### src/rad_consts.vh
// address map constants for the register address decoder
`ifndef RAD_CONSTS_VH
`define RAD_CONSTS_VH
`define RAD_SPACE_SIZE    11'h400
`define RAD_UP_BASE       16'ha000
`define RAD_PAGE_W        2
`define RAD_GLOBAL_END    8'h10
`define RAD_ARB_BASE      10'h010
`define RAD_ARB_SIZE      10'h010
`define RAD_PWR_BASE      10'h020
`define RAD_PWR_SIZE      10'h020
`define RAD_RTC_BASE      10'h040
`define RAD_RTC_SIZE      10'h020
`define RAD_LDO_BASE      10'h060
`define RAD_LDO_SIZE      10'h020
`define RAD_SWREG_BASE    10'h080
`define RAD_SWREG_SIZE    10'h010
`define RAD_CHRG_BASE     10'h090
`define RAD_CHRG_SIZE     10'h010
`define RAD_TIMER_BASE    10'h0a0
`define RAD_TIMER_SIZE    10'h010
`define RAD_TOUCH_BASE    10'h0c0
`define RAD_TOUCH_SIZE    10'h040
`define RAD_AUDIO_BASE    10'h100
`define RAD_AUDIO_SIZE    10'h0f0
`define RAD_SPK_BASE      10'h200
`define RAD_SPK_SIZE      10'h0f0
`define RAD_GLOBAL_BASE   10'h000
`define RAD_GLOBAL_SIZE   10'h010
`define RAD_NMOD          11
`define RAD_SEL_W         4
`define RAD_SEL_NONE      4'hf
`endif

### src/rad_decoder.v
// register address decoder with two-master arbitration and access-type logic
`timescale 1ns/1ns
`include "rad_consts.vh"
module rad_decoder (
  input  wire        mclk,
  input  wire        rst_n,
  // serial slave side
  input  wire        ser_req,
  input  wire        ser_wr,
  input  wire [1:0]  ser_page,
  input  wire [7:0]  ser_offs,
  input  wire [7:0]  ser_wdata,
  output reg         ser_done_q,
  output reg  [7:0]  ser_rdata_q,
  // embedded processor side
  input  wire        up_req,
  input  wire        up_wr,
  input  wire [15:0] up_addr,
  input  wire [7:0]  up_wdata,
  output reg         up_done_q,
  output reg  [7:0]  up_rdata_q,
  // module side
  output reg  [10:0] mod_sel_q,
  output reg  [9:0]  mod_offs_q,
  output reg         mod_wr_q,
  output reg         mod_rd_q,
  output reg  [7:0]  mod_wdata_q,
  input  wire [7:0]  mod_rdata,
  input  wire [7:0]  mod_ro_mask,
  input  wire [7:0]  mod_w1c_mask,
  input  wire [7:0]  mod_w1a_mask,
  output reg  [7:0]  mod_wmask_q,
  output reg  [7:0]  mod_clr_q,
  output reg  [7:0]  mod_act_q
);

  localparam ST_IDLE = 2'h0;
  localparam ST_READ = 2'h1;
  localparam ST_DONE = 2'h2;

  reg  [1:0]  st_q;
  reg  [1:0]  st_d;
  reg         own_up_q;
  reg         last_up_q;
  reg  [9:0]  addr_q;
  reg         wr_q;
  reg  [7:0]  wdata_q;
  reg  [3:0]  sel_q;
  reg  [7:0]  rdata_q;

  // flat module index of a 10-bit space address, none if reserved
  function [3:0] dec_sel;
    input [9:0] a;
    begin
      if (a[7:0] < `RAD_GLOBAL_END)
        dec_sel = 4'h0;
      else if (a >= `RAD_ARB_BASE && a < `RAD_ARB_BASE + `RAD_ARB_SIZE)
        dec_sel = 4'h1;
      else if (a >= `RAD_PWR_BASE && a < `RAD_PWR_BASE + `RAD_PWR_SIZE)
        dec_sel = 4'h2;
      else if (a >= `RAD_RTC_BASE && a < `RAD_RTC_BASE + `RAD_RTC_SIZE)
        dec_sel = 4'h3;
      else if (a >= `RAD_LDO_BASE && a < `RAD_LDO_BASE + `RAD_LDO_SIZE)
        dec_sel = 4'h4;
      else if (a >= `RAD_SWREG_BASE && a < `RAD_SWREG_BASE + `RAD_SWREG_SIZE)
        dec_sel = 4'h5;
      else if (a >= `RAD_CHRG_BASE && a < `RAD_CHRG_BASE + `RAD_CHRG_SIZE)
        dec_sel = 4'h6;
      else if (a >= `RAD_TIMER_BASE && a < `RAD_TIMER_BASE + `RAD_TIMER_SIZE)
        dec_sel = 4'h7;
      else if (a >= `RAD_TOUCH_BASE && a < `RAD_TOUCH_BASE + `RAD_TOUCH_SIZE)
        dec_sel = 4'h8;
      else if (a >= `RAD_AUDIO_BASE && a < `RAD_AUDIO_BASE + `RAD_AUDIO_SIZE)
        dec_sel = 4'h9;
      else if (a >= `RAD_SPK_BASE && a < `RAD_SPK_BASE + `RAD_SPK_SIZE)
        dec_sel = 4'ha;
      else
        dec_sel = `RAD_SEL_NONE;
    end
  endfunction

  // base of the module owning an index
  function [9:0] dec_base;
    input [3:0] s;
    begin
      case (s)
        4'h1:    dec_base = `RAD_ARB_BASE;
        4'h2:    dec_base = `RAD_PWR_BASE;
        4'h3:    dec_base = `RAD_RTC_BASE;
        4'h4:    dec_base = `RAD_LDO_BASE;
        4'h5:    dec_base = `RAD_SWREG_BASE;
        4'h6:    dec_base = `RAD_CHRG_BASE;
        4'h7:    dec_base = `RAD_TIMER_BASE;
        4'h8:    dec_base = `RAD_TOUCH_BASE;
        4'h9:    dec_base = `RAD_AUDIO_BASE;
        4'ha:    dec_base = `RAD_SPK_BASE;
        default: dec_base = `RAD_GLOBAL_BASE;
      endcase
    end
  endfunction

  // byte size of the module owning an index
  function [9:0] dec_size;
    input [3:0] s;
    begin
      case (s)
        4'h1:    dec_size = `RAD_ARB_SIZE;
        4'h2:    dec_size = `RAD_PWR_SIZE;
        4'h3:    dec_size = `RAD_RTC_SIZE;
        4'h4:    dec_size = `RAD_LDO_SIZE;
        4'h5:    dec_size = `RAD_SWREG_SIZE;
        4'h6:    dec_size = `RAD_CHRG_SIZE;
        4'h7:    dec_size = `RAD_TIMER_SIZE;
        4'h8:    dec_size = `RAD_TOUCH_SIZE;
        4'h9:    dec_size = `RAD_AUDIO_SIZE;
        4'ha:    dec_size = `RAD_SPK_SIZE;
        default: dec_size = `RAD_GLOBAL_SIZE;
      endcase
    end
  endfunction

  // serial view: page selects high bits, global offsets ignore page
  wire [9:0] ser_flat = (ser_offs < `RAD_GLOBAL_END) ? {2'h0, ser_offs}
                                                     : {ser_page, ser_offs};
  // processor window check
  wire [15:0] up_rel  = up_addr - `RAD_UP_BASE;
  wire        up_in   = (up_addr >= `RAD_UP_BASE) &&
                        (up_rel < {5'h00, `RAD_SPACE_SIZE});
  wire [9:0]  up_flat = up_in ? up_rel[9:0] : 10'h3ff;
  wire [9:0]  up_glob = (up_flat[7:0] < `RAD_GLOBAL_END) ? {2'h0, up_flat[7:0]} : up_flat;

  // fair alternation when both request together
  wire grant_up = up_req && (!ser_req || !last_up_q);

  wire [9:0] pick_addr = grant_up ? (up_in ? up_glob : 10'h3ff) : ser_flat;
  wire [3:0] pick_sel  = (grant_up && !up_in) ? `RAD_SEL_NONE : dec_sel(pick_addr);

  // one range compare per module; global bank wins in every page
  wire                 pick_glob = (pick_addr[7:0] < `RAD_GLOBAL_END);
  wire [`RAD_NMOD-1:0] pick_hot;
  assign pick_hot[0] = pick_glob;
  genvar gi;
  generate
    for (gi = 1; gi < `RAD_NMOD; gi = gi + 1) begin : g_hit
      localparam [3:0] IDX = gi;
      assign pick_hot[gi] = !pick_glob &&
                            (pick_addr >= dec_base(IDX)) &&
                            (pick_addr < dec_base(IDX) + dec_size(IDX));
    end
  endgenerate

  // an access is taken only from idle
  wire take = (st_q == ST_IDLE) && (up_req || ser_req);

  always @* begin
    st_d = st_q;
    case (st_q)
      ST_IDLE: begin
        if (up_req || ser_req)
          st_d = ST_READ;
      end
      ST_READ: st_d = ST_DONE;
      ST_DONE: st_d = ST_IDLE;
      default: st_d = ST_IDLE;
    endcase
  end

  // access capture: owner, address, write data, module index
  always @(posedge mclk or negedge rst_n) begin
    if (!rst_n) begin
      st_q      <= ST_IDLE;
      own_up_q  <= 1'b0;
      last_up_q <= 1'b0;
      addr_q    <= 10'h000;
      wr_q      <= 1'b0;
      wdata_q   <= 8'h00;
      sel_q     <= `RAD_SEL_NONE;
    end else begin
      st_q <= st_d;
      if (take) begin
        // one master per access
        own_up_q  <= grant_up;
        last_up_q <= grant_up;
        addr_q    <= pick_addr;
        wr_q      <= grant_up ? up_wr : ser_wr;
        wdata_q   <= grant_up ? up_wdata : ser_wdata;
        sel_q     <= pick_sel;
      end
    end
  end

  // module select and offset hold until the next access
  always @(posedge mclk or negedge rst_n) begin
    if (!rst_n) begin
      mod_sel_q  <= {`RAD_NMOD{1'b0}};
      mod_offs_q <= 10'h000;
      mod_rd_q   <= 1'b0;
    end else begin
      mod_rd_q <= 1'b0;
      if (take) begin
        mod_sel_q  <= pick_hot;
        mod_offs_q <= pick_addr - dec_base(pick_sel);
        // read first, so a write can merge per-bit types
        mod_rd_q   <= (pick_sel != `RAD_SEL_NONE);
      end
    end
  end

  // write phase: store mask, clear and action pulses
  always @(posedge mclk or negedge rst_n) begin
    if (!rst_n) begin
      mod_wr_q    <= 1'b0;
      mod_wdata_q <= 8'h00;
      mod_wmask_q <= 8'h00;
      mod_clr_q   <= 8'h00;
      mod_act_q   <= 8'h00;
    end else begin
      mod_wr_q  <= 1'b0;
      mod_clr_q <= 8'h00;
      mod_act_q <= 8'h00;
      if (st_q == ST_READ && wr_q && sel_q != `RAD_SEL_NONE) begin
        mod_wr_q    <= 1'b1;
        // plain bits take data; read-only and typed bits keep value
        mod_wmask_q <= ~(mod_ro_mask | mod_w1c_mask | mod_w1a_mask);
        mod_wdata_q <= wdata_q;
        mod_clr_q   <= wdata_q & mod_w1c_mask & ~mod_ro_mask;
        mod_act_q   <= wdata_q & mod_w1a_mask & ~mod_ro_mask;
      end
    end
  end

  // read data, zero for reserved ranges
  always @(posedge mclk or negedge rst_n) begin
    if (!rst_n) begin
      rdata_q <= 8'h00;
    end else if (st_q == ST_READ) begin
      rdata_q <= (sel_q == `RAD_SEL_NONE) ? 8'h00 : mod_rdata;
    end
  end

  // processor answer
  always @(posedge mclk or negedge rst_n) begin
    if (!rst_n) begin
      up_done_q  <= 1'b0;
      up_rdata_q <= 8'h00;
    end else begin
      up_done_q <= 1'b0;
      if (st_q == ST_DONE && own_up_q) begin
        up_done_q  <= 1'b1;
        up_rdata_q <= rdata_q;
      end
    end
  end

  // serial answer
  always @(posedge mclk or negedge rst_n) begin
    if (!rst_n) begin
      ser_done_q  <= 1'b0;
      ser_rdata_q <= 8'h00;
    end else begin
      ser_done_q <= 1'b0;
      if (st_q == ST_DONE && !own_up_q) begin
        ser_done_q  <= 1'b1;
        ser_rdata_q <= rdata_q;
      end
    end
  end

endmodule

### config.mk
export PLATFORM = sky130hd
export DESIGN_NAME = rad_decoder
export DESIGN_NICKNAME = d
export VERILOG_FILES = /design/src/rad_decoder.v
export VERILOG_INCLUDE_DIRS = /design/src
export SDC_FILE = /design/constraint.sdc
export NUM_CORES = 1
export LEC_CHECK = 0
export ABC_CLOCK_PERIOD_IN_PS = 3700
export BUFFER_PORTS_ARGS = -buffer_cell sky130_fd_sc_hd__buf_2
export CAP_MARGIN = 20
export CELL_PAD_IN_SITES_DETAIL_PLACEMENT = 2
export CELL_PAD_IN_SITES_GLOBAL_PLACEMENT = 2
export CORE_MARGIN = 2
export CORE_UTILIZATION = 27
export DETAILED_ROUTE_END_ITERATION = 8
export PLACE_DENSITY_LB_ADDON = 0.1
export SLEW_MARGIN = 20
export SYNTH_ARGS = -nofsm -noshare
export SYNTH_HDL_FRONTEND = slang
export SYNTH_SLANG_ARGS = --single-unit
export TNS_END_PERCENT = 5
### constraint.sdc
create_clock -name mclk -period 3.7 [get_ports mclk]
set_clock_uncertainty 0.15 [all_clocks]
set_input_delay 0.74 -clock mclk [delete_from_list [all_inputs] [get_ports mclk]]
set_output_delay 0.74 -clock mclk [all_outputs]
set_load 0.02 [all_outputs]
==> results_dict.tcl, run 1 <==
set metrics [dict create \
    status "finished, violations left" \
    violations "setup timing" \
    dieArea_mm2 0.0181 \
    synth.most_common_cell "nand2_1" \
    synth_seq_cells 97 \
    stdcell_area_mm2 0.00655 \
    initial_utilization_pct 27.6 \
    clk_latency_ps 350 \
    post-place-ws_ps -981 \
    netlist_instances 450 \
    maxCapViolCount 0 \
    hold_class "in -> async" \
    syn_nets 542 \
    clockBufferDepth 2 \
    cts.reportedPaths.clkPinSlew_ps 70 \
    netlist_area_mm2 0.00460 \
    async_reset_ff_share_pct 100 \
    io_buffers 152 \
    hold_violations 0 \
    final_antenna_net_count 0 \
    multi_input_area_mm2 0.00218 \
    ys_types 61 \
    yosysWarnings 0 \
    drtIter0Drc 124 \
    crit_path_end_kind "flip-flop" \
    grt_pass1_wl_mm 26.2 \
    ff_latch_area_mm2 0.00243 \
    place_area_mm2 0.00615 \
    wl_per_cell_um 18.7 \
    powerDensity_mw_per_mm2 697 \
    hold_buffers 0 \
    clkPwrFrac_pct 19.8 \
    yosys.area.top_type "dfrtp_1" \
    pin_count 153 \
    p_int_w 0.00268 \
    path_class "in -> reg" \
    die_x_um 135 \
    clock.fmax_mhz 231 \
    worst_ep_arrival_time_ps 4400 \
    timing.rr.end "mod_offs_q[9]" \
    finalPower_w 0.00457 \
    power.switching_w 0.00189 \
    synth_top_flop_cell "dfrtp_1" \
    layout-drive-gt1-share_pct 43.5 \
    drc 0 \
    slew_violations 0 \
    syn_avg_cell_area_um2 10.2 \
    synth_edf_count 0 \
    r2r_cells 17 \
    nNetsFinal 759 \
    gp_congestion 0.804 \
    core.rowCount 47 \
    ir_worst_vdd_mv 0.265 \
    setup_viol 5 \
    root_buffer "clkbuf_16" \
    vias_per_cell 4.87 \
    cts_inserted_buffers 9 \
    cp-start-kind "primary input" \
    rr_startpoint "last_up_q" \
    grt_use_total_pct 18.7 \
    routed_wirelength_mm 16.7 \
    core-area_mm2 0.0166 \
    grt_max_degree 57 \
    firstDrtPassIters 4 \
    cts_tree "done" \
    crit_required_ps 3770 \
    fin_crit_sh_pct 117 \
    grt_pass1_vias 4864 \
    synth_top_area_share_pct 50.6 \
    antenna_found_initial 1 \
    leakage_nw 3.40 \
    rsz0062_at_grt "yes" \
    min_period_ps 4330 \
    fillers 1848 \
    ys_top_cells_by_count "nand2_1, dfrtp_1, nor2_1" \
    r2r_slack_ps -380 \
    syn_to_final_growth_pct 42.5 \
    worst_pin_slew_ps 781 \
    cp_max_fo 3 \
    switching_share_pct 41.3 \
    finalWorstSetupSlack_ps -626 \
    slew_headroom_pct 47.9 \
    pwr-share-comb_pct 42.7 \
    cts_sinks 97 \
    die_h_um 135 \
    ys_seq_area_share_pct 52.9 \
    vias 4352 \
    overflow 0 \
    htreeDepth 3 \
    post-dp-hpwl_mm 12.8 \
    synthTopCellsByArea "dfrtp_1, nand2_1, and4b_1, ha_1, mux2_2" \
    seq_power_share_pct 37.5 \
]
-- stage by stage --
stage / TNS, ps / hold slack, ps / util (%) / std cells
after floorplan: -1690 / 294 / - / 450
after global placement: -2990 / 303 / 36.9 / 873
after detailed placement: -4100 / 313 / 36.9 / 873
after CTS: -1250 / 334 / 38.8 / 889
after global routing: -2550 / 352 / 39.4 / 893
final: -1810 / 304 / 39.4 / 893
-- registers in the layout (all words and copies together), names as in the netlist, 2 cells and up --
| signal | count |
|---|---|
| mod_wdata_q | 8 |
| mod_wmask_q | 8 |
| rdata_q | 8 |
| mod_act_q | 8 |
| ser_rdata_q | 8 |
| st_q | 2 |
| mod_offs_q | 10 |
| sel_q | 4 |
| wdata_q | 8 |
| mod_sel_q | 11 |
| up_rdata_q | 8 |
| mod_clr_q | 8 |
-- worst max path at each step --
| stage | start | end | slack [ps] | cells after the start |
|---|---|---|---|---|
| 3_3_place_gp | up_addr[12] | mod_offs_q[9] | -770 | 19 |
| 6_report | up_addr[12] | mod_offs_q[9] | -630 | 19 |
| 5_1_grt | up_addr[12] | mod_offs_q[9] | -760 | 19 |
| 3_5_place_dp | up_addr[12] | mod_offs_q[9] | -980 | 18 |
| 4_1_cts | up_addr[12] | mod_offs_q[9] | -520 | 19 |
| 2_1_floorplan | up_addr[12] | mod_offs_q[9] | -660 | 18 |
-- per-layer routing --
layer | vias up | share of wire [%] | GRT usage [%]
li1 | 2035 | - | -
met1 | 2205 | 41 | 21.8
met5 | - | 0 | 0
met4 | 0 | 2.0 | 6.43
met2 | 95 | 54 | 34.9
met3 | 17 | 3.4 | 2.78
-- kinds of logic (layout without fill, tap and decap cells) --
kind of cell | count (synthesis) | after routing | synth area share, %
adder cells (fa/ha/maj) | 12 | 12 | 3.43
multiplexers | 13 | 13 | 3.10
other | 0 | 1 | 0
AND/OR/NAND/NOR | 193 | 193 | 21.2
AO/OA/AOI/OAI | 94 | 94 | 15.0
buffers and inverters | 33 | 255 | 2.88
XOR/XNOR | 8 | 8 | 1.52
flip-flops | 97 | 97 | 52.9
-- power by group through the flow --
stage                     sequential (W)  clock, W  combinational (W)
after detailed placement         0.00174         0            0.00194
final                            0.00171  0.000904            0.00195
after CTS                        0.00172  0.000941            0.00195
after global placement           0.00171         0            0.00187
after floorplan                  0.00198         0           0.000821
after global routing             0.00177  0.000987            0.00215
-- area by class of cell --
class	instances	share of cell area, %
Sequential cell	97	37.1
Multi-Input combinational cell	320	33.2
Timing Repair Buffer	226	20.4
Tap cell	220	4.20
Clock buffer	9	3.44
Clock inverter	7	0.840
Inverter	13	0.745
Antenna cell	1	0.0382
-- critical path: stages --
cell       delay [ps]
buf_2             130
or4b_4            580
nor4_4            270
a21oi_2           120
inv_2              90
o22ai_2           110
a2111oi_4         330
inv_1             120
ha_1              300
mux2i_2           200
nand2b_4          160
ha_1              210
nor2b_1           130
o21ai_1           130
nand2b_1          100
a31oi_2           210
xnor2_2           150
and4_4            240
o31ai_2            50
-- layout by cell type (no fill, tap or decap), drive strengths merged, types with 10 or more instances in the layout --
| master | instances |
|---|---|
| buf | 226 |
| nand2 | 112 |
| dfrtp | 93 |
| nor2 | 26 |
| o21ai | 21 |
| and4b | 16 |
| a31oi | 15 |
| inv | 13 |
| a22o | 11 |
| ha | 11 |
| mux2 | 10 |
| a21oi | 10 |
-- repair_timing --
| action | 4_1_cts | 5_1_grt |
|---|---|---|
| buffers inserted | 0 | 3 |
| endpoints found under the setup margin | 5 | 5 |
| resized for setup | 10 | 12 |
| pin swaps | 2 | 4 |
No activity file was read; power rests on OpenSTA's default activity.
==> inputs of run 2 (changes only) <==
--- a/config.mk
+++ b/config.mk
@@ -14,7 +14,7 @@
 export CORE_MARGIN = 2
 export CORE_UTILIZATION = 27
 export DETAILED_ROUTE_END_ITERATION = 8
-export PLACE_DENSITY_LB_ADDON = 0.1
+export PLACE_DENSITY = 0.86
 export SLEW_MARGIN = 20
 export SYNTH_ARGS = -nofsm -noshare
 export SYNTH_HDL_FRONTEND = slang
==> results_dict.tcl, run 2 (synthesized netlist as in run 1, its figures left out) <==
set metrics [dict create \
    status "finished, violations left" \
    violations "setup timing" \
    power.switching_w 0.00190 \
    powerDensity_mw_per_mm2 708 \
    cpMaxStageDelayCell "or4b_4" \
    grt_pass1_vias 5096 \
    clock.fmax_mhz 229 \
    grt_use_total_pct 19.4 \
    root_buffer "clkbuf_16" \
    largest_reg_flops 11 \
    finalPower_w 0.00463 \
    cp_max_fo 4 \
    cts_sinks 97 \
    clkPwrFrac_pct 20.2 \
    final_antenna_net_count 0 \
    drtIter0Drc 196 \
    min_period_ps 4360 \
    switching_share_pct 41.1 \
    maxCapViolCount 0 \
    routed_wirelength_mm 17.3 \
    die_h_um 135 \
    grt_max_degree 54 \
    slew_headroom_pct 53.4 \
    finalWorstSetupSlack_ps -660 \
    path_class "in -> reg" \
    regMostFlops "mod_sel_q" \
    clockBufferDepth 2 \
    core-area_mm2 0.0166 \
    cts_tree "done" \
    wl_per_cell_um 19.3 \
    ir_worst_vdd_mv 0.221 \
    post-dp-hpwl_mm 13.3 \
    hold_buffers 0 \
    crit_start "up_addr[12]" \
    layout-drive-gt1-share_pct 42.9 \
    timing.rr.end "mod_offs_q[9]" \
    initial_utilization_pct 27.6 \
    seq_power_share_pct 37.4 \
    slew_violations 0 \
    vias 4495 \
    rr_startpoint "last_up_q" \
    core.rowCount 47 \
    cts_inserted_buffers 9 \
    io_buffers 152 \
    worst_pin_slew_ps 699 \
    final_cell_mix "buf_2, nand2_1, dfrtp_1, buf_4, nor2_1" \
    pwr-share-comb_pct 42.4 \
    leakage_nw 3.42 \
    overflow 0 \
    crit_end "mod_offs_q[9]" \
    die_x_um 135 \
    worst_ep_arrival_time_ps 4430 \
    crit_path_end_kind "flip-flop" \
    hold_class "in -> async" \
    nNetsFinal 763 \
    cts.reportedPaths.clkPinSlew_ps 70 \
    stdcell_area_mm2 0.00654 \
    drc 0 \
    gp_congestion 0.855 \
    pin_count 153 \
    syn_to_final_growth_pct 42.2 \
    crit_required_ps 3770 \
    hold_violations 0 \
    r2r_slack_ps -430 \
    fin_crit_sh_pct 118 \
    dieArea_mm2 0.0181 \
    htreeDepth 3 \
    final_common_cell "buf_2" \
    r2r_cells 18 \
    antenna_found_initial 0 \
    clk_latency_ps 350 \
    cp-start-kind "primary input" \
    diodes 0 \
    top_regs "mod_sel_q: 11 flops, mod_offs_q: 10 flops" \
    place_area_mm2 0.00618 \
    critical_path.cell_chain "buf_2 > or4b_4 > nor3_4 > buf_4 > a21o_2 > nand2_1 > o22ai_4 > a2111oi_4 > inv_2 > ha_1 > mux2i_1 > nand2b_1 > ha_1 > nor2b_1 > o21ai_1 > nand2b_1 > a31oi_1 > xnor2_1 > and4_4 > o31ai_2" \
    firstDrtPassIters 4 \
    p_int_w 0.00273 \
    max_stage_delay_ps 580 \
    vias_per_cell 5.02 \
    setup_viol 5 \
    grt_pass1_wl_mm 27.3 \
    rsz0062_at_grt "yes" \
]
run 2: changes by cell type in the layout (fill, tap and decap cells not counted), sizes merged:
cell / delta
buf: +4
diode: -1
bufinv: +1
clkinvlp: -1
run 2: timing repair:
| action | in CTS | in global routing |
|---|---|---|
| setup endpoints to repair | 5 | 6 |
| gates resized for setup | 4 | 7 |
| setup buffers | 2 | 0 |
| pin swaps | 2 | 2 |
run 2: layout make-up:
cell class                 count  area (µm²)
multi-input combinational    320        2130
clock buffer                   9         225
inverter                      13        48.8
fill                        1821       10100
tap                          220         275
timing repair buffer         230        1360
clock inverter                 7        67.6
sequential                    97        2430
run 2: power by group through the flow:
stage,Clock (W),Sequential [W],Combinational (W)
after global routing,0.00100,0.00179,0.00216
after floorplan,0,0.00198,0.000821
after detailed placement,0,0.00175,0.00196
after CTS,0.000967,0.00174,0.00198
final,0.000935,0.00173,0.00197
after global placement,0,0.00172,0.00183
run 2: stage by stage:
step	worst slack, ps	hold slack, ps	util [%]	cells	setup TNS, ps
after floorplan	-661	294	-	450	-1690
after global placement	-753	304	37.2	878	-2800
after detailed placement	-1070	310	37.2	878	-4230
after CTS	-596	308	39.1	896	-1770
after global routing	-828	338	39.3	896	-3000
final	-660	288	39.3	896	-2110
run 2: worst max-delay path: cells and delay by family:
kind                     cells  cell delay [ps]
AND/OR/NAND/NOR              7             1620
buffers and inverters        3              380
XOR/XNOR                     1              200
AO/OA/AOI/OAI                6              840
multiplexers                 1              190
adder cells (fa/ha/maj)      2              460
run 2: layer usage:
metal	global-route usage, %	wire length (µm)	up-vias
met1	21.7	6650	2262
met2	36.1	9360	150
met3	2.63	637	39
li1	-	-	2044
met5	0	0	-
met4	9.47	641	0
run 2: worst min-delay path by stage:
stage | end | slack [ps] | cells past startpoint
2_1_floorplan | last_up_q | 290 | 0
3_5_place_dp | mod_wmask_q[3] | 310 | 2
4_1_cts | mod_clr_q[4] | 310 | 1
5_1_grt | mod_wmask_q[3] | 340 | 1
3_3_place_gp | mod_wmask_q[1] | 300 | 2
6_report | mod_wmask_q[3] | 290 | 1
